[src/dfj_consts.vh]
// constants for the fire judgement and learning block
`ifndef DFJ_CONSTS_VH
`define DFJ_CONSTS_VH
// ==========================================
// register byte offsets
`define DFJ_OFF_CTRL      8'h00
`define DFJ_OFF_STATUS    8'h04
`define DFJ_OFF_MARKS1    8'h08
`define DFJ_OFF_MARKS2    8'h0c
`define DFJ_OFF_MARKS3    8'h10
`define DFJ_OFF_ALMCLR    8'h14
// ==========================================
// field positions, and the control reset value
`define DFJ_CTRL_EN       0
`define DFJ_CTRL_MULTI    1
`define DFJ_CTRL_RST      2'h3
`define DFJ_ST_CNT_LO     0
`define DFJ_ST_COND_LO    8
`define DFJ_ST_ALARM      16
`define DFJ_ST_JUDGED     17
`define DFJ_ST_LVL_LO     18
`define DFJ_ST_DLY        21
`define DFJ_ALMCLR_BIT    0
// ==========================================
// thresholds, all values in tenths of their unit
`define DFJ_S_SMOKE_ONLY  16'h0028
`define DFJ_S_NORMAL      16'h0032
`define DFJ_S_CLEAN       16'h0025
`define DFJ_T_FIRE        16'h023a
`define DFJ_R_FIRE        16'h00b4
`define DFJ_C_NORMAL      16'h0078
`define DFJ_C_CLEAN       16'h0064
`define DFJ_C_COOK        16'h008c
`define DFJ_L2_RISE       16'h0078
`define DFJ_L3_INDEX      16'h0064
`define DFJ_L3_SMOKE      16'h0019
`define DFJ_L3_RISE       16'h001e
// ==========================================
// counter figures
`define DFJ_CNT_FIRE      8'h09
`define DFJ_CNT_MAX       8'hff
`define DFJ_ADD_SMOKE     8'h01
`define DFJ_ADD_TEMP      8'h03
`define DFJ_SUB           8'h02
`define DFJ_MARKS_ADOPT   5'h03
`define DFJ_SLOTS         20
`define DFJ_SLOT_LAST     5'h13
// ==========================================
// timing
`define DFJ_CLK_KHZ       20000
`define DFJ_TICK_MS       1000
`define DFJ_SLOT_HOURS    36
`define DFJ_SEC_PER_HOUR  3600
`define DFJ_DLY_DEFAULT   8'h09
`endif

[src/dfj_fire_judge.v]
// fire judgement counter, learning history and apb registers
//
// Functional notes
// - up-down counter starts zero, floors at zero
// - smoke or index hit adds 1, else subtract 2
// - temperature or rise hit adds 3, else subtract 2
// - counter nine judges fire; smoke-only alarms at once
// - multi variant alarms after condition-dependent delay
// - smoke-only uses 4 %/m, Normal only
// - normal and steam thresholds 5, 57, 18, 12
// - clean lowers, heating drops rise, cooking raises
// - normal after reset and by default
// - level 1: smoke at half smoke threshold
// - level 2: rise 12 or more
// - level 3: index 10 with smoke, rise minimums
// - twenty 36h slots, marked when level exceeded
// - three level-1 marks adopt steam condition
// - slot 20 wraps to 1, marks overwritten
// - fewer than three marks leaves steam condition
// - same mechanism for heating and cooking
// - clean only with no marks anywhere
// - any new mark leaves clean at once
// - learning runs only in multi variant
`include "dfj_consts.vh"

module dfj_fire_judge #(
	parameter [31:0] TICK_CYCLES = `DFJ_TICK_MS * `DFJ_CLK_KHZ,
	parameter [31:0] SLOT_TICKS  = `DFJ_SLOT_HOURS * `DFJ_SEC_PER_HOUR,
	parameter [7:0]  DLY_NORMAL  = `DFJ_DLY_DEFAULT,
	parameter [7:0]  DLY_STEAM   = `DFJ_DLY_DEFAULT,
	parameter [7:0]  DLY_HEAT    = `DFJ_DLY_DEFAULT,
	parameter [7:0]  DLY_COOK    = `DFJ_DLY_DEFAULT,
	parameter [7:0]  DLY_CLEAN   = `DFJ_DLY_DEFAULT,
	// cook first: every level-3 hit is a level-1 hit as well
	parameter [5:0]  PRIO        = 6'h39
) (
	input  wire        pclk,           // bus and logic clock
	input  wire        presetn,        // async reset, active low
	input  wire        psel,           // apb select
	input  wire        penable,        // apb access phase
	input  wire        pwrite,         // apb write
	input  wire [7:0]  paddr,          // apb byte address
	input  wire [31:0] pwdata,         // apb write data
	output reg  [31:0] prdata,         // apb read data
	output wire        pready,         // apb ready
	output reg         pslverr,        // apb error on unmapped address
	input  wire [15:0] smoke_value,    // obscuration, tenths of %/m
	input  wire [15:0] temp_value,     // temperature, tenths of degree
	input  wire [15:0] temp_rise,      // rise per 168 s, tenths
	input  wire [15:0] combined_index, // smoke plus rise index, tenths
	output reg         fire_alarm,     // latched fire alarm
	output reg  [4:0]  condition       // one-hot active condition
);

	// ==========================================
	// conditions, one-hot
	localparam [4:0] C_NORMAL = 5'h01;
	localparam [4:0] C_STEAM  = 5'h02;
	localparam [4:0] C_HEAT   = 5'h04;
	localparam [4:0] C_COOK   = 5'h08;
	localparam [4:0] C_CLEAN  = 5'h10;

	function [4:0] pop20;
		input [19:0] v;
		integer i;
		begin
			pop20 = 5'h00;
			for (i = 0; i < `DFJ_SLOTS; i = i + 1)
				pop20 = pop20 + {4'h0, v[i]};
		end
	endfunction

	// pick among qualifying steam(1), heat(2), cook(3) in PRIO order
	function [4:0] pick;
		input [2:0] q;
		input [5:0] pr;
		integer k;
		reg [1:0] c;
		reg       done;
		begin
			pick = C_NORMAL;
			done = 1'b0;
			for (k = 2; k >= 0; k = k - 1) begin
				c = pr[2*k +: 2];
				if (!done && c != 2'h0 && q[c - 2'h1]) begin
					done = 1'b1;
					pick = {1'b0, 4'h1 << c} ;
				end
			end
		end
	endfunction

	// ==========================================
	// one-second tick
	reg  [31:0] div_reg;
	reg         tick;
	always @(posedge pclk or negedge presetn) begin
		if (!presetn) begin
			div_reg <= 32'h0;
			tick    <= 1'b0;
		end else if (div_reg >= TICK_CYCLES - 32'h1) begin
			div_reg <= 32'h0;
			tick    <= 1'b1;
		end else begin
			div_reg <= div_reg + 32'h1;
			tick    <= 1'b0;
		end
	end

	// ==========================================
	// apb registers
	reg  [1:0]  ctrl_reg;
	wire        en    = ctrl_reg[`DFJ_CTRL_EN];
	wire        multi = ctrl_reg[`DFJ_CTRL_MULTI];
	wire        wr_en = psel & penable & pwrite;
	wire        setup = psel & ~penable;
	wire        alm_clr = wr_en & (paddr == `DFJ_OFF_ALMCLR) & pwdata[`DFJ_ALMCLR_BIT];
	reg  [7:0]  cnt_reg;
	reg  [7:0]  dly_reg;
	reg         dly_run;
	wire [2:0]  cur_seen;
	wire [3*`DFJ_SLOTS-1:0] marks_all;
	reg  [4:0]  slot_idx;
	reg  [31:0] slot_cnt;
	wire [2:0]  lvl;
	wire        judged = cnt_reg >= `DFJ_CNT_FIRE;
	assign pready = 1'b1;

	always @(posedge pclk or negedge presetn) begin
		if (!presetn) begin
			ctrl_reg <= `DFJ_CTRL_RST;
			prdata   <= 32'h0;
			pslverr  <= 1'b0;
		end else begin
			if (wr_en && paddr == `DFJ_OFF_CTRL) begin
				ctrl_reg <= pwdata[1:0];
			end
			if (setup) begin
				pslverr <= 1'b0;
				prdata  <= 32'h0;
				case (paddr)
				`DFJ_OFF_CTRL:   prdata <= {30'h0, ctrl_reg};
				`DFJ_OFF_STATUS: prdata <= {10'h0, dly_run, lvl, judged, fire_alarm,
							3'h0, condition, cnt_reg};
				`DFJ_OFF_MARKS1: prdata <= {12'h0, marks_all[0 +: `DFJ_SLOTS]};
				`DFJ_OFF_MARKS2: prdata <= {12'h0, marks_all[`DFJ_SLOTS +: `DFJ_SLOTS]};
				`DFJ_OFF_MARKS3: prdata <= {12'h0, marks_all[2 * `DFJ_SLOTS +: `DFJ_SLOTS]};
				`DFJ_OFF_ALMCLR: prdata <= 32'h0;
				default:         pslverr <= 1'b1;
				endcase
			end
		end
	end

	// ==========================================
	// thresholds for the active condition
	reg  [15:0] thr_s;
	reg  [15:0] thr_c;
	reg         rise_use;
	always @* begin
		thr_s    = `DFJ_S_NORMAL;
		thr_c    = `DFJ_C_NORMAL;
		rise_use = 1'b1;
		if (!multi) begin
			thr_s = `DFJ_S_SMOKE_ONLY;
		end else if (condition == C_CLEAN) begin
			thr_s = `DFJ_S_CLEAN;
			thr_c = `DFJ_C_CLEAN;
		end else if (condition == C_HEAT) begin
			rise_use = 1'b0;
		end else if (condition == C_COOK) begin
			thr_c = `DFJ_C_COOK;
		end
	end

	wire smk_hit = (smoke_value >= thr_s) | (multi & (combined_index >= thr_c));
	wire tmp_hit = multi & ((temp_value >= `DFJ_T_FIRE) |
			(rise_use & (temp_rise >= `DFJ_R_FIRE)));

	// ==========================================
	// pulse up-down counter, evaluated on each tick
	always @(posedge pclk or negedge presetn) begin
		if (!presetn) begin
			cnt_reg <= 8'h00;
		end else if (!en) begin
			cnt_reg <= 8'h00;
		end else if (tick) begin
			if (tmp_hit) begin
				cnt_reg <= (cnt_reg > `DFJ_CNT_MAX - `DFJ_ADD_TEMP) ?
					`DFJ_CNT_MAX : cnt_reg + `DFJ_ADD_TEMP;
			end else if (smk_hit) begin
				cnt_reg <= (cnt_reg == `DFJ_CNT_MAX) ?
					`DFJ_CNT_MAX : cnt_reg + `DFJ_ADD_SMOKE;
			end else begin
				cnt_reg <= (cnt_reg < `DFJ_SUB) ? 8'h00 : cnt_reg - `DFJ_SUB;
			end
		end
	end

	// ==========================================
	// fire judgement and alarm delay
	reg [7:0] dly_sel;
	always @* begin
		case (condition)
		C_STEAM: dly_sel = DLY_STEAM;
		C_HEAT:  dly_sel = DLY_HEAT;
		C_COOK:  dly_sel = DLY_COOK;
		C_CLEAN: dly_sel = DLY_CLEAN;
		default: dly_sel = DLY_NORMAL;
		endcase
	end

	// smoke-only alarms as soon as the counter stands at nine
	wire fire_set = en & judged & (~multi |
			(tick & dly_run & (dly_reg == 8'h00)));
	always @(posedge pclk or negedge presetn) begin
		if (!presetn) begin
			fire_alarm <= 1'b0;
			dly_run    <= 1'b0;
			dly_reg    <= 8'h00;
		end else begin
			// a new fire wins over a clear in the same cycle
			if (fire_set) begin
				fire_alarm <= 1'b1;
			end else if (alm_clr) begin
				fire_alarm <= 1'b0;
			end
			if (!en || !judged || !multi) begin
				dly_run <= 1'b0;
			end else if (tick) begin
				if (!dly_run) begin
					dly_run <= 1'b1;
					dly_reg <= dly_sel;
				end else if (dly_reg != 8'h00) begin
					dly_reg <= dly_reg - 8'h01;
				end
			end
		end
	end

	// ==========================================
	// learning levels
	wire learn = en & multi;
	assign lvl[0] = smoke_value >= {1'b0, thr_s[15:1]};
	assign lvl[1] = temp_rise >= `DFJ_L2_RISE;
	assign lvl[2] = (combined_index >= `DFJ_L3_INDEX) &
			(smoke_value >= `DFJ_L3_SMOKE) & (temp_rise >= `DFJ_L3_RISE);
	wire slot_end = tick & (slot_cnt >= SLOT_TICKS - 32'h1);

	always @(posedge pclk or negedge presetn) begin
		if (!presetn) begin
			slot_cnt <= 32'h0;
			slot_idx <= 5'h00;
		end else if (!learn) begin
			slot_cnt <= 32'h0;
			slot_idx <= 5'h00;
		end else if (slot_end) begin
			slot_cnt <= 32'h0;
			slot_idx <= (slot_idx == `DFJ_SLOT_LAST) ? 5'h00 : slot_idx + 5'h01;
		end else if (tick) begin
			slot_cnt <= slot_cnt + 32'h1;
		end
	end

	genvar g;
	generate
		for (g = 0; g < 3; g = g + 1) begin : g_lvl
			reg        seen_reg;
			reg [19:0] mark_reg;
			always @(posedge pclk or negedge presetn) begin
				if (!presetn) begin
					seen_reg <= 1'b0;
					mark_reg <= 20'h0;
				end else if (!learn) begin
					seen_reg <= 1'b0;
					mark_reg <= 20'h0;
				end else if (slot_end) begin
					mark_reg[slot_idx] <= seen_reg | lvl[g];
					seen_reg <= 1'b0;
				end else if (tick && lvl[g]) begin
					seen_reg <= 1'b1;
				end
			end
			assign cur_seen[g] = seen_reg;
			assign marks_all[`DFJ_SLOTS * g +: `DFJ_SLOTS] = mark_reg;
		end
	endgenerate

	// ==========================================
	// condition selection
	wire [2:0] qual;
	assign qual[0] = pop20(marks_all[0 +: `DFJ_SLOTS]) >= `DFJ_MARKS_ADOPT;
	assign qual[1] = pop20(marks_all[`DFJ_SLOTS +: `DFJ_SLOTS]) >= `DFJ_MARKS_ADOPT;
	assign qual[2] = pop20(marks_all[2 * `DFJ_SLOTS +: `DFJ_SLOTS]) >= `DFJ_MARKS_ADOPT;
	wire any_mark = (|marks_all) | (|cur_seen) | (tick & (|lvl));

	always @(posedge pclk or negedge presetn) begin
		if (!presetn) begin
			condition <= C_NORMAL;
		end else if (!learn) begin
			condition <= C_NORMAL;
		end else begin
			case (condition)
			C_CLEAN: begin
				if (any_mark)
					condition <= C_NORMAL;
			end
			C_NORMAL, C_STEAM, C_HEAT, C_COOK: begin
				if (|qual)
					condition <= pick(qual, PRIO);
				else if (!any_mark && slot_end && slot_idx == `DFJ_SLOT_LAST)
					condition <= C_CLEAN;
				else
					condition <= C_NORMAL;
			end
			default: condition <= C_NORMAL;
			endcase
		end
	end

endmodule // dfj_fire_judge

[config.mk]
export PLATFORM = sky130hd
export DESIGN_NAME = dfj_fire_judge
export DESIGN_NICKNAME = d
export VERILOG_FILES = /design/src/dfj_fire_judge.v
export VERILOG_INCLUDE_DIRS = /design/src
export SDC_FILE = /design/constraint.sdc
export NUM_CORES = 1
export LEC_CHECK = 0
export BUFFER_PORTS_ARGS = -buffer_cell sky130_fd_sc_hd__buf_2
export CAP_MARGIN = 25
export CELL_PAD_IN_SITES_DETAIL_PLACEMENT = 1
export CELL_PAD_IN_SITES_GLOBAL_PLACEMENT = 1
export CORE_ASPECT_RATIO = 1.25
export CORE_MARGIN = 2
export CORE_UTILIZATION = 40
export CTS_CLUSTER_SIZE = 28
export DETAILED_ROUTE_END_ITERATION = 7
export PLACE_DENSITY = 0.72
export SLEW_MARGIN = 25
export SYNTH_ARGS = -nofsm -noshare
export SYNTH_HDL_FRONTEND = slang
export SYNTH_SLANG_ARGS = --single-unit
[constraint.sdc]
create_clock -name pclk -period 4.1 [get_ports pclk]
set_input_delay 0.82 -clock pclk [delete_from_list [all_inputs] [get_ports pclk]]
set_output_delay 0.82 -clock pclk [all_outputs]
set_load 0.005 [all_outputs]
# Yosys cells after proc, flatten, opt, wreduce, memory -nomap -nowiden
# Cells that the tools add are included.
dict set report totals {
  ff_bits 191
  wordCells 246
}
dict set report classes {
  n_addsub 64
  n_lt_le_gt_ge 19
  n_eq_ne 20
  n_mux 68
  bitwise 28
  n_reduce_logical 29
}
# op n
set ops {}
lappend ops {{5-bit by 1-bit adder with 5-bit output} 45}
lappend ops {{32-bit two-way mux} 4}
lappend ops {{20-bit two-way mux} 6}
lappend ops {{22-bit one-hot mux with 5 select lines} 1}
lappend ops {{8-bit two-way mux} 13}
lappend ops {{32-bit by 1-bit adder with 32-bit output, second input constant} 2}
lappend ops {{20-bit bitwise mux} 3}
lappend ops {{60-bit OR reduction} 1}
lappend ops {{5-bit two-way mux} 11}
lappend ops {{16-bit >= comparator} 2}
lappend ops {{16-bit by 5-bit >= comparator with 1-bit output, second input constant} 2}
lappend ops {{16-bit by 7-bit >= comparator with 1-bit output, second input constant} 2}
lappend ops {{32-bit by 17-bit >= comparator with 1-bit output, second input constant} 1}
lappend ops {{32-bit by 25-bit >= comparator with 1-bit output, second input constant} 1}
lappend ops {{1-bit two-way mux} 27}
lappend ops {{1-bit AND} 17}
lappend ops {{8-bit by 4-bit == test with 1-bit output, second input constant} 2}
lappend ops {{8-bit by 5-bit == test with 1-bit output, second input constant} 2}
lappend ops {{16-bit by 10-bit >= comparator with 1-bit output, second input constant} 1}
lappend ops {{16-bit by 15-bit >= comparator with 1-bit output} 1}
lappend ops {{16-bit by 8-bit >= comparator with 1-bit output, second input constant} 1}
lappend ops {{8-bit zero test} 2}
lappend ops {{4-bit by 1-bit adder with 5-bit output} 3}
lappend ops {{5-bit by 2-bit >= comparator with 1-bit output, second input constant} 3}
lappend ops {{39 further kinds} 75}

# Longest topological paths before layout
# Gate-level depths: netlist of run 1.
dict set report logic_depth {
  depth_word 36
  ltp_mapped 17
  mapped_depth_nobuf 17
}

# Worst setup path after synthesis of run 1
# No wires, ideal clock.
dict set report synth_path {
  kind {flip-flop to flip-flop}
  startpoint {register g_lvl[1].mark_reg[0]}
  endpoint {register condition[4]}
  setup_ns 0.077
  t_arrival_ns 4.417
  setup_slack_ns -0.394
  path_stages_with_launch 15
  n_path_buf 0
  path_cell_list {dfrtp_1 -> inv_1 -> fa_1 -> fa_1 -> fa_1 -> fa_1 -> fa_1 -> inv_1 -> ha_1 -> fa_1 -> a211oi_1 -> and3_1 -> nand2_1 -> or3_1 -> a21oi_1}
}
dict set report synth_via {
  elab_chain_len 31
  elab_cells_between_ends 40
  cone_classes {add/sub: 19; order compare: 1; eq/ne: 1; mux: 9; bitwise: 2; reduce/logical: 8}
}
# item line
set synth_rtl {}
lappend synth_rtl {{start, declared} dfj_fire_judge.v:269} ;# reg [19:0] mark_reg;
lappend synth_rtl {{start signal, assigned by index} dfj_fire_judge.v:278} ;# mark_reg[slot_idx] <= seen_reg | lvl[g];
lappend synth_rtl {{1-bit by 1-bit adder with 2-bit output} dfj_fire_judge.v:69} ;# pop20 = pop20 + {4'h0, v[i]};
lappend synth_rtl {{2-bit by 1-bit adder with 3-bit output} dfj_fire_judge.v:69}
lappend synth_rtl {{3-bit by 1-bit adder with 4-bit output} dfj_fire_judge.v:69}
lappend synth_rtl {{4-bit by 1-bit adder with 5-bit output} dfj_fire_judge.v:69}
lappend synth_rtl {{5-bit by 1-bit adder with 5-bit output (15 in a row)} dfj_fire_judge.v:69}
lappend synth_rtl {{5-bit by 2-bit >= comparator with 1-bit output (no line)} --}
lappend synth_rtl {{1-bit logical AND} dfj_fire_judge.v:85} ;# if (!done && c != 2'h0 && q[c - 2'h1]) begin
lappend synth_rtl {{1-bit two-way mux} dfj_fire_judge.v:85}
lappend synth_rtl {{1-bit two-way mux} dfj_fire_judge.v:309} ;# if (|qual)
lappend synth_rtl {{1-bit two-way mux} dfj_fire_judge.v:303} ;# case (condition)
lappend synth_rtl {{1-bit two-way mux} dfj_fire_judge.v:300} ;# end else if (!learn) begin
lappend synth_rtl {{1-bit zero test} dfj_fire_judge.v:85}
lappend synth_rtl {{1-bit logical AND} dfj_fire_judge.v:85}
lappend synth_rtl {{5-bit two-way mux} dfj_fire_judge.v:85}
lappend synth_rtl {{5-bit two-way mux} dfj_fire_judge.v:309}
lappend synth_rtl {{5-bit one-hot mux with 2 select lines} dfj_fire_judge.v:303}
lappend synth_rtl {{5-bit two-way mux} dfj_fire_judge.v:300}
lappend synth_rtl {{end signal, assigned} dfj_fire_judge.v:310} ;# condition <= pick(qual, PRIO);
lappend synth_rtl {{end, declared} dfj_fire_judge.v:52} ;# output reg [4:0] condition
# Parallel ways exist; a longest one is shown, timed or not. The select of a mux whose other input is x is not followed.
# A chain may end at the register's enable or synchronous reset.

# Worst setup path after layout of run 1
dict set report layout_path {
  startpoint {register g_lvl[2].mark_reg[0]}
  endpoint {register condition[4]}
}
dict set report layout_via {
  elab_chain_len 36
  elab_cells_between_ends 45
  cone_classes {add/sub: 19; order compare: 1; eq/ne: 1; mux: 13; bitwise: 2; reduce/logical: 9}
}
# item line
set layout_rtl {}
lappend layout_rtl {{start, declared} dfj_fire_judge.v:269}
lappend layout_rtl {{start signal, assigned by index} dfj_fire_judge.v:278}
lappend layout_rtl {{1-bit by 1-bit adder with 2-bit output} dfj_fire_judge.v:69}
lappend layout_rtl {{2-bit by 1-bit adder with 3-bit output} dfj_fire_judge.v:69}
lappend layout_rtl {{3-bit by 1-bit adder with 4-bit output} dfj_fire_judge.v:69}
lappend layout_rtl {{4-bit by 1-bit adder with 5-bit output} dfj_fire_judge.v:69}
lappend layout_rtl {{5-bit by 1-bit adder with 5-bit output (15 in a row)} dfj_fire_judge.v:69}
lappend layout_rtl {{5-bit by 2-bit >= comparator with 1-bit output (no line)} --}
lappend layout_rtl {{1-bit two-way mux} dfj_fire_judge.v:85}
lappend layout_rtl {{1-bit two-way mux} dfj_fire_judge.v:309}
lappend layout_rtl {{(+6 left out)} --}
lappend layout_rtl {{1-bit two-way mux} dfj_fire_judge.v:303}
lappend layout_rtl {{1-bit two-way mux} dfj_fire_judge.v:300}
lappend layout_rtl {{1-bit zero test} dfj_fire_judge.v:85}
lappend layout_rtl {{1-bit logical AND} dfj_fire_judge.v:85}
lappend layout_rtl {{5-bit two-way mux} dfj_fire_judge.v:85}
lappend layout_rtl {{5-bit two-way mux} dfj_fire_judge.v:309}
lappend layout_rtl {{5-bit one-hot mux with 2 select lines} dfj_fire_judge.v:303}
lappend layout_rtl {{5-bit two-way mux} dfj_fire_judge.v:300}
# Parallel ways exist; a longest one is shown, timed or not. The select of a mux whose other input is x is not followed.

==> impl_metrics.env, run 1 <==
export IMPL_ys_ff_latch=181
export IMPL_hold_violations=0
export IMPL_worstPathArrival_ps=5010
export IMPL_num_nets_final=1611
export IMPL_synth_ff_type="dfrtp_1"
export IMPL_yosysWarnings=0
export IMPL_synth_distinct_cells=67
export IMPL_violations="setup timing"
export IMPL_n_antenna_cell=0
export IMPL_drive_above_1_share=0.184
export IMPL_die_height_um=193
export IMPL_cts_num_sinks=181
export IMPL_fin_setup_tns_ps=-2220
export IMPL_hold_class="in2async"
export IMPL_p_leak_nw=5.98
export IMPL_place_detailed_hpwl_mm=26.1
export IMPL_crit_required_ps=4460
export IMPL_core_area_um2=28200
export IMPL_end_kind="register"
export IMPL_port_buffers=105
export IMPL_viasPerCell=5.65
export IMPL_hold_buffers=0
export IMPL_setup_viol=5
export IMPL_ys_async_sr_fraction=1.00
export IMPL_timing_final_crit_share=1.13
export IMPL_cts_buffers=17
export IMPL_synth_cells=1272
export IMPL_dp_cells=1734
export IMPL_initial_utilization=0.403
export IMPL_cts_reportedPaths_clkPinSlew_ps=80
export IMPL_grt_overflow=0
export IMPL_vias=10000
export IMPL_netlist_area_um2=11400
export IMPL_routedWlPerCell_um=19.7
export IMPL_largest_reg_flops=60
export IMPL_antenna_found_initial=0
export IMPL_die_width_um=155
export IMPL_grt_util_all_layers=0.241
export IMPL_area_growth_pct=17.7
export IMPL_rsz0062_at_grt="yes"
export IMPL_fin_cells=1776
export IMPL_dieArea_um2=29800
export IMPL_maxSlewHeadroom=0.302
export IMPL_place_congestion=0.839
export IMPL_ys_seq_area_frac=0.399
export IMPL_grt_pass1_wl_mm=56.0
export IMPL_syn_area_per_cell_um2=8.94
export IMPL_fin_skew_ps=11.4
export IMPL_io_pins=149
export IMPL_grt_pass1_vias=10400
export IMPL_cts_tree="yes"
export IMPL_fillers=3313
export IMPL_cts_root_buf="clkbuf_16"
export IMPL_path_class="reg2reg"
export IMPL_h_tree_depth=4
export IMPL_fin_crit_ps=4650
export IMPL_critPathMaxFanout=2
export IMPL_status="complete, but fails checks"
export IMPL_wirelength_mm=35.0
export IMPL_synth_edff_count=0
export IMPL_final_max_slew_viol_count=0
export IMPL_clock_path_buffers=2
export IMPL_drt_pass1_iter_count=7
export IMPL_cap_viol_max_count=0
export IMPL_postRouteAntennaNets=0
export IMPL_peakVddDrop_mv=0.207
export IMPL_drt_iter0_markers=561
export IMPL_p_per_area_nw_per_um2=274
export IMPL_grt_max_degree=95
export IMPL_worst_pin_slew_ps=1040
export IMPL_timing_fmax_mhz=215
export IMPL_critPathLaunchType="register"
export IMPL_placementRows=69
export IMPL_worstSkewPairLatency_ps=440
export IMPL_route_detailed_drc=0
export IMPL_timing_final_ws_setup_ps=-547
## area by class of cell
type                            instances  area (um2)  area share
Multi-Input combinational cell        904        6190       0.462
Tap cell                              355         444      0.0332
Clock inverter                         13         168      0.0125
Sequential cell                       181        4530       0.339
Timing Repair Buffer                  184        1160      0.0864
Inverter                              120         450      0.0337
Clock buffer                           19         443      0.0331
## metrics by stage
| step | total power [W] | instance area, um2 | hold WS, ps | util | setup WS [ps] |
|---|---|---|---|---|---|
| after global routing | 0.00380 | 13400 | 480 | 0.474 | -697 |
| after floorplan | 0.00187 | 11400 | 433 | - | -311 |
| after detailed placement | 0.00196 | 12600 | 463 | 0.446 | -611 |
| after CTS | 0.00371 | 13300 | 472 | 0.472 | -515 |
| after global placement | 0.00196 | 12600 | 444 | 0.446 | -514 |
| final | 0.00367 | 13400 | 456 | 0.474 | -547 |
## routing by layer
| layer | vias to the layer above | share of wire | global-route usage |
|---|---|---|---|
| met4 | 0 | 0.035 | 0.0958 |
| met1 | 5047 | 0.40 | 0.285 |
| li1 | 4648 | - | - |
| met3 | 54 | 0.049 | 0.0409 |
| met2 | 280 | 0.52 | 0.437 |
| met5 | - | 0 | 0 |
## synthesized netlist by cell type (4+ instances only)
cell	instances	area, um2
nor2_1	195	732
dfrtp_1	178	4450
inv_1	118	443
nand2_1	102	383
a211oi_1	69	518
clkbuf_1	59	221
ha_1	52	651
nand3_1	44	220
fa_1	42	841
o21ai_0	38	190
and3_1	36	225
a21oi_1	34	170
nor3_1	29	145
nor4_1	28	175
xor2_1	25	219
xnor2_1	20	175
nand4_1	19	119
a22o_1	18	158
a222oi_1	15	150
a31oi_1	15	93.8
buf_4	11	82.6
buf_2	9	45.0
nor2b_1	9	56.3
or3_1	9	56.3
nor3b_1	7	52.6
a32o_1	5	50.1
nand2b_1	5	31.3
o211ai_1	5	37.5
a21o_1	4	30.0
a22oi_1	4	30.0
and4_1	4	35.0
mux2_2	4	45.0
o31ai_1	4	30.0
## critical path: stages, from the launching register on
cell,delay [ps]
dfrtp_1,380
inv_2,60
fa_2,620
fa_2,440
fa_1,500
fa_1,430
fa_1,490
inv_1,40
ha_2,170
fa_1,460
a211oi_2,240
and3_4,230
nand2_4,50
or3_4,330
a21oi_2,110
## worst paths after layout
| kind | startpoint | endpoint | slack, ps | cells past startpoint |
|---|---|---|---|---|
| worst max-delay path | g_lvl[2].mark_reg[0]$_DFFE_PN0P_ | condition[4]$_DFFE_PN0P_ | -550 | 14 |
| worst min-delay path | presetn | cnt_reg[3]$_DFFE_PN0P_ | 460 | 1 |
| worst max register to register | g_lvl[2].mark_reg[0]$_DFFE_PN0P_ | condition[4]$_DFFE_PN0P_ | -550 | 14 |
| worst min register to register | div_reg[0]$_DFF_PN0_ | div_reg[0]$_DFF_PN0_ | 460 | 1 |
| max in group asynchronous | presetn | slot_cnt[10]$_DFFE_PN0P_ | 2720 | 2 |
| min in group pclk | div_reg[0]$_DFF_PN0_ | div_reg[0]$_DFF_PN0_ | 460 | 1 |
## cells by family after synthesis
group	count (synthesis)	share of synthesized area
and+or+nand+nor	506	0.209
muxes	6	0.00572
xor gates and xnor gates	45	0.0347
other	2	0.000660
buffers and inverters	203	0.0723
AOI/OAI and AO/OA	235	0.148
DFF	181	0.399
adders and majority gates	94	0.131
## power by group
group	leakage [nW]	total, W	internal (W)	switching [W]
clock network	0.295	0.00174	0.000986	0.000757
logic	3.20	0.000130	0.0000472	0.0000829
registers	2.49	0.00180	0.00179	0.00000418
total	5.98	0.00367	0.00282	0.000844
## cells in the final DEF, fill, tap and decap left out, types with 9 or more instances in the layout
cell type  Yosys  routed
a211oi_1      69      67
a21oi_1       34      32
a222oi_1      15      15
a22o_1        18      18
a31oi_1       15      14
and3_1        36      34
buf_2          9     105
buf_4         11      72
clkbuf_16      0      17
conb_1         2      18
dfrtp_1      178     178
fa_1          42      35
ha_1          52      50
inv_1        118     110
nand2_1      102     100
nand3_1       44      44
nand4_1       19      19
nor2_1       195     193
nor2b_1        9       9
nor3_1        29      28
nor4_1        28      28
o21ai_0       38      36
xnor2_1       20      20
xor2_1        25      25
## repair_timing
action / 4_1_cts / 5_1_grt
setup buffers: 7 / 3
setup endpoints to repair: 5 / 5
pin swaps: 10 / 10
gates resized for setup: 29 / 12
Power figures use the tool's default switching activity.
==> inputs of run 2 (changes only) <==
- CORE_UTILIZATION: 40 -> 45
- PLACE_DENSITY: 0.72 -> 0.77
- clock period: 4.1 -> 5.05 ns (I/O delays scaled with it)
==> run 2 against run 1 <==
The run now ends clean; sequential share of layout area grew 1.7 points; design area is 4.8% lower; critical path depth is the same; clock skew about the same; die area shrank 11%; non-clock buffer count decreased by 64; register-to-register slack improved by 710 ps; largest cell class unchanged; largest power group unchanged; highest routed layer unchanged.
==> impl_metrics.env, run 2 (synthesized netlist as in run 1, its figures left out) <==
export IMPL_drt_iter0_markers=572
export IMPL_num_nets_final=1547
export IMPL_p_leak_nw=5.62
export IMPL_viasPerCell=5.80
export IMPL_cpMostUsedCell="fa_1"
export IMPL_route_detailed_drc=0
export IMPL_cp_slowest_stage_delay_ps=610
export IMPL_drt_pass1_iter_count=8
export IMPL_fillers=2976
export IMPL_critPathSlowestCell="fa_1"
export IMPL_cts_num_sinks=181
export IMPL_final_common_cell="nor2_1"
export IMPL_setup_viol=0
export IMPL_grt_pass1_vias=10500
export IMPL_cts_buffers=17
export IMPL_hold_end="div_reg[0]$_DFF_PN0_"
export IMPL_final_max_slew_viol_count=0
export IMPL_worstSkewPairLatency_ps=440
export IMPL_p_per_area_nw_per_um2=226
export IMPL_grt_overflow=0
export IMPL_critPathLaunchType="register"
export IMPL_rr_endpoint="condition[4]$_DFFE_PN0P_"
export IMPL_crit_required_ps=5410
export IMPL_core_area_um2=25000
export IMPL_cap_viol_max_count=0
export IMPL_largest_reg_flops=60
export IMPL_peakVddDrop_mv=0.233
export IMPL_maxSlewHeadroom=0.310
export IMPL_vias=9802
export IMPL_n_antenna_cell=0
export IMPL_io_pins=149
export IMPL_hold_class="reg2reg"
export IMPL_cts_reportedPaths_clkPinSlew_ps=70
export IMPL_worst_pin_slew_ps=1020
export IMPL_path_class="reg2reg"
export IMPL_placementRows=65
export IMPL_fin_crit_ps=4890
export IMPL_end_kind="register"
export IMPL_critPathMaxFanout=4
export IMPL_hp_start="div_reg[0]$_DFF_PN0_"
export IMPL_hold_path_depth=1
export IMPL_h_tree_depth=4
export IMPL_fin_skew_ps=11.1
export IMPL_reg2reg_depth=14
export IMPL_hold_violations=0
export IMPL_worstPathArrival_ps=5250
export IMPL_place_detailed_hpwl_mm=24.7
export IMPL_wirelength_mm=33.4
export IMPL_cts_tree="yes"
export IMPL_ff2ff_setup_slack_ps=160
export IMPL_mostFrequentLayoutCells="193 x nor2_1, 178 x dfrtp_1, 118 x inv_1, 104 x buf_2, 101 x nand2_1"
export IMPL_die_width_um=146
export IMPL_timing_final_crit_share=0.969
export IMPL_timing_fmax_mhz=204
export IMPL_grt_max_degree=98
export IMPL_fin_util=0.508
export IMPL_area_growth_pct=12.0
export IMPL_status="complete, no violations"
export IMPL_dp_worst_setup_slack_ps=96.1
export IMPL_cts_root_buf="clkbuf_16"
export IMPL_postRouteAntennaNets=0
export IMPL_dieArea_um2=26600
export IMPL_antenna_found_initial=0
export IMPL_r2r_start="g_lvl[2].mark_reg[3]$_DFFE_PN0P_"
export IMPL_crit_chain="inv_1, fa_1, fa_2, fa_1, fa_1, fa_1, inv_1, ha_1, fa_1, a211oi_2, and3_4, nand2_1, or3_1, a21oi_1"
export IMPL_die_height_um=182
export IMPL_port_buffers=105
export IMPL_drive_above_1_share=0.128
export IMPL_initial_utilization=0.454
export IMPL_grt_pass1_wl_mm=55.4
export IMPL_grt_util_all_layers=0.261
export IMPL_clock_path_buffers=2
export IMPL_routedWlPerCell_um=19.7
export IMPL_place_congestion=0.878
export IMPL_total_power_w=0.00288
export IMPL_timing_final_ws_setup_ps=159
==> run 2: worst max-delay path: cells and delay by family, from the launching register on <==
| family | cells | cell delay (ps) |
|---|---|---|
| AOI/OAI and AO/OA | 2 | 390 |
| adders and majority gates | 7 | 3230 |
| buffers and inverters | 2 | 120 |
| DFF | 1 | 400 |
| and+or+nand+nor | 3 | 680 |
==> run 2: layout make-up <==
| class | count | area [um2] | area share |
|---|---|---|---|
| multi-input cells | 904 | 6120 | 0.480 |
| flip-flops and latches | 181 | 4530 | 0.356 |
| repair buffers | 120 | 651 | 0.0511 |
| inverters | 120 | 450 | 0.0354 |
| clock buffers | 19 | 443 | 0.0348 |
| well taps | 335 | 419 | 0.0329 |
| clock inverters | 12 | 123 | 0.00963 |
==> run 2: metal layers <==
| metal | GRT usage | share of wire | vias to the layer above |
|---|---|---|---|
| met4 | 0.118 | 0.041 | 0 |
| li1 | - | - | 4533 |
| met5 | 0 | 0 | - |
| met3 | 0.0327 | 0.040 | 81 |
| met1 | 0.327 | 0.42 | 4931 |
| met2 | 0.452 | 0.50 | 257 |
==> run 2: worst max path at each step <==
stage / cells past startpoint / from / end
detailed placement: 14 / g_lvl[2].mark_reg[0]$_DFFE_PN0P_ / condition[4]$_DFFE_PN0P_
CTS: 14 / g_lvl[2].mark_reg[0]$_DFFE_PN0P_ / condition[4]$_DFFE_PN0P_
global route: 14 / g_lvl[2].mark_reg[3]$_DFFE_PN0P_ / condition[4]$_DFFE_PN0P_
finish: 14 / g_lvl[2].mark_reg[3]$_DFFE_PN0P_ / condition[4]$_DFFE_PN0P_
floorplan: 14 / g_lvl[1].mark_reg[0]$_DFFE_PN0P_ / condition[4]$_DFFE_PN0P_
global placement: 14 / g_lvl[2].mark_reg[0]$_DFFE_PN0P_ / condition[4]$_DFFE_PN0P_
==> run 2: where the power goes <==
part / internal, W / switching, W
logic: 0.0000373 / 0.0000671
registers: 0.00145 / 0.00000378
clock network: 0.000701 / 0.000612
total: 0.00219 / 0.000683
==> run 2: what timing repair did <==
| action | 4_1_cts | 5_1_grt |
|---|---|---|
| resized for setup | 0 | 7 |
| setup buffers | 0 | 2 |
| hold endpoints to repair | 0 | 0 |
| endpoints found under the setup margin | 0 | 1 |
| hold buffers | 0 | 0 |
==> run 2: per-stage QoR <==
stage / setup TNS (ps) / hold WS (ps) / cells / cell area (um2)
floorplan: 0 / 433 / 1288 / 11400
global placement: 0 / 448 / 1657 / 12100
detailed placement: 0 / 456 / 1658 / 12100
CTS: 0 / 466 / 1689 / 12700
global route: -11.2 / 485 / 1691 / 12700
finish: 0 / 461 / 1691 / 12700
==> inputs of run 3 (changes only) <==
- PLACE_DENSITY: 0.77 -> 0.9
==> run 3 against run 2 <==
Non-clock buffer count grew 10; setup slack lost 54 ps; clock-buffer cell count is the same; critical endpoint unchanged; critical path type unchanged; the run now ends with DRC left; wire length grew 6.7%.
==> impl_metrics.env, run 3 (synthesized netlist as in run 1, its figures left out) <==
export IMPL_grt_pass1_vias=11000
export IMPL_grt_util_all_layers=0.270
export IMPL_drt_iter0_markers=926
export IMPL_status="complete, but fails checks"
export IMPL_critPathBufInv=2
export IMPL_fin_crit_ps=4950
export IMPL_timing_final_crit_share=0.979
export IMPL_crit_required_ps=5410
export IMPL_hold_end="div_reg[0]$_DFF_PN0_"
export IMPL_die_height_um=182
export IMPL_cts_buffers=17
export IMPL_grt_overflow=0
export IMPL_timing_final_ws_setup_ps=105
export IMPL_critPathLaunchType="register"
export IMPL_grt_max_degree=94
export IMPL_mostFrequentLayoutCells="194 x nor2_1, 178 x dfrtp_1, 117 x inv_1, 104 x buf_2, 101 x nand2_1"
export IMPL_io_pins=149
export IMPL_dieArea_um2=26600
export IMPL_wirelength_mm=35.6
export IMPL_port_buffers=105
export IMPL_setup_viol=0
export IMPL_initial_utilization=0.454
export IMPL_antenna_found_initial=0
export IMPL_vias=10300
export IMPL_dp_worst_setup_slack_ps=102
export IMPL_route_detailed_drc=4
export IMPL_grt_pass1_wl_mm=57.4
export IMPL_crit_chain="inv_1, fa_1, fa_1, fa_1, fa_1, fa_1, inv_1, ha_1, fa_1, a211oi_2, and3_1, nand2_1, or3_1, a21oi_1"
export IMPL_path_class="reg2reg"
export IMPL_critPathSlowestCell="fa_1"
export IMPL_n_antenna_cell=0
export IMPL_route_met3_wl_mm=2.31
export IMPL_hold_path_depth=1
export IMPL_wl_met1_mm=13.2
export IMPL_cts_reportedPaths_clkPinSlew_ps=70
export IMPL_h_tree_depth=4
export IMPL_clock_path_buffers=2
export IMPL_routedWlPerCell_um=20.9
export IMPL_hold_slack_ps=476
export IMPL_placementRows=65
export IMPL_postRouteAntennaNets=0
export IMPL_critical_path_top_delay_family="adder cells"
export IMPL_core_area_um2=25000
export IMPL_p_per_area_nw_per_um2=233
export IMPL_fin_skew_ps=10.6
export IMPL_critPathMaxFanout=3
export IMPL_place_detailed_hpwl_mm=24.7
export IMPL_r2r_start="g_lvl[2].mark_reg[1]$_DFFE_PN0P_"
export IMPL_multi_input_area_um2=6110
export IMPL_ff2ff_setup_slack_ps=100
export IMPL_hold_class="reg2reg"
export IMPL_peakVddDrop_mv=0.237
export IMPL_final_common_cell="nor2_1"
export IMPL_place_congestion=0.895
export IMPL_maxSlewHeadroom=0.329
export IMPL_cts_root_buf="clkbuf_16"
export IMPL_worstPathArrival_ps=5310
export IMPL_final_max_slew_viol_count=0
export IMPL_fillers=2947
export IMPL_largest_reg_flops=60
export IMPL_worstSkewPairLatency_ps=440
export IMPL_wl_met2_mm=18.1
export IMPL_cpMostUsedCell="fa_1"
export IMPL_register_area_um2=4530
export IMPL_highest_layer="met4"
export IMPL_drive_above_1_share=0.134
export IMPL_p_leak_nw=5.69
export IMPL_die_width_um=146
export IMPL_num_nets_final=1557
export IMPL_timing_fmax_mhz=202
export IMPL_postLayoutCellArea_um2=12800
export IMPL_hp_start="div_reg[0]$_DFF_PN0_"
export IMPL_hold_violations=0
export IMPL_area_growth_pct=12.9
export IMPL_cts_tree="yes"
export IMPL_cp_slowest_stage_delay_ps=580
export IMPL_reg2reg_depth=14
export IMPL_violations="DRC"
export IMPL_end_kind="register"
export IMPL_worst_pin_slew_ps=996
export IMPL_rr_endpoint="condition[4]$_DFFE_PN0P_"
export IMPL_cts_num_sinks=181
export IMPL_cap_viol_max_count=0
export IMPL_drt_pass1_iter_count=8
export IMPL_placed_cell_area_um2=12100
export IMPL_viasPerCell=6.03
[run 3: metrics by stage]
step	total power [W]	TNS [ps]	util	cells
final	0.00299	0	0.513	1702
after global routing	0.00308	-63.4	0.513	1702
after CTS	0.00301	0	0.510	1694
after detailed placement	0.00159	0	0.485	1662
after global placement	0.00159	0	0.485	1662
after floorplan	0.00152	0	-	1288
[run 3: worst reg2reg max path, cell delays in order (launching register included)]
cell and delay [ps]:
dfrtp_1 430, inv_1 110, fa_1 500, fa_1 530
fa_1 580, fa_1 450, fa_1 490, inv_1 50
ha_1 210, fa_1 480, a211oi_2 240, and3_1 230
nand2_1 100, or3_1 330, a21oi_1 150
[run 3: area by class of cell]
class | count | share of cell area
multi-input combinational | 904 | 0.475
timing repair buffer | 130 | 0.0560
sequential | 181 | 0.353
inverter | 120 | 0.0351
clock inverter | 13 | 0.0141
clock buffer | 19 | 0.0337
tap | 335 | 0.0326
[run 3: where the power goes]
group	internal, W	switching [W]	leakage, nW
clock network	0.000828	0.000600	0.297
logic	0.0000376	0.0000682	2.91
registers	0.00145	0.00000375	2.49
total	0.00232	0.000672	5.69
[run 3: timing repair]
action                     4_1_cts  5_1_grt
buffers inserted                 0        8
hold buffers                     0        0
setup endpoints to repair        0        1
resized for setup                0        9
[run 3: how the worst max path moves through the flow]
stage          depth (start not counted)                              from                  endpoint  slack (ps)
2_1_floorplan                         14  g_lvl[1].mark_reg[0]$_DFFE_PN0P_  condition[4]$_DFFE_PN0P_         560
3_3_place_gp                          14  g_lvl[1].mark_reg[0]$_DFFE_PN0P_  condition[4]$_DFFE_PN0P_         250
3_5_place_dp                          14  g_lvl[1].mark_reg[0]$_DFFE_PN0P_  condition[4]$_DFFE_PN0P_         100
4_1_cts                               14  g_lvl[1].mark_reg[0]$_DFFE_PN0P_  condition[4]$_DFFE_PN0P_          80
5_1_grt                               15  g_lvl[2].mark_reg[1]$_DFFE_PN0P_  condition[4]$_DFFE_PN0P_         -60
6_report                              14  g_lvl[2].mark_reg[1]$_DFFE_PN0P_  condition[4]$_DFFE_PN0P_         100
[run 3: metal layers]
| metal | vias to the layer above | track usage |
|---|---|---|
| met1 | 5105 | 0.314 |
| li1 | 4551 | - |
| met3 | 142 | 0.0477 |
| met2 | 466 | 0.473 |
| met4 | 0 | 0.148 |
| met5 | - | 0 |
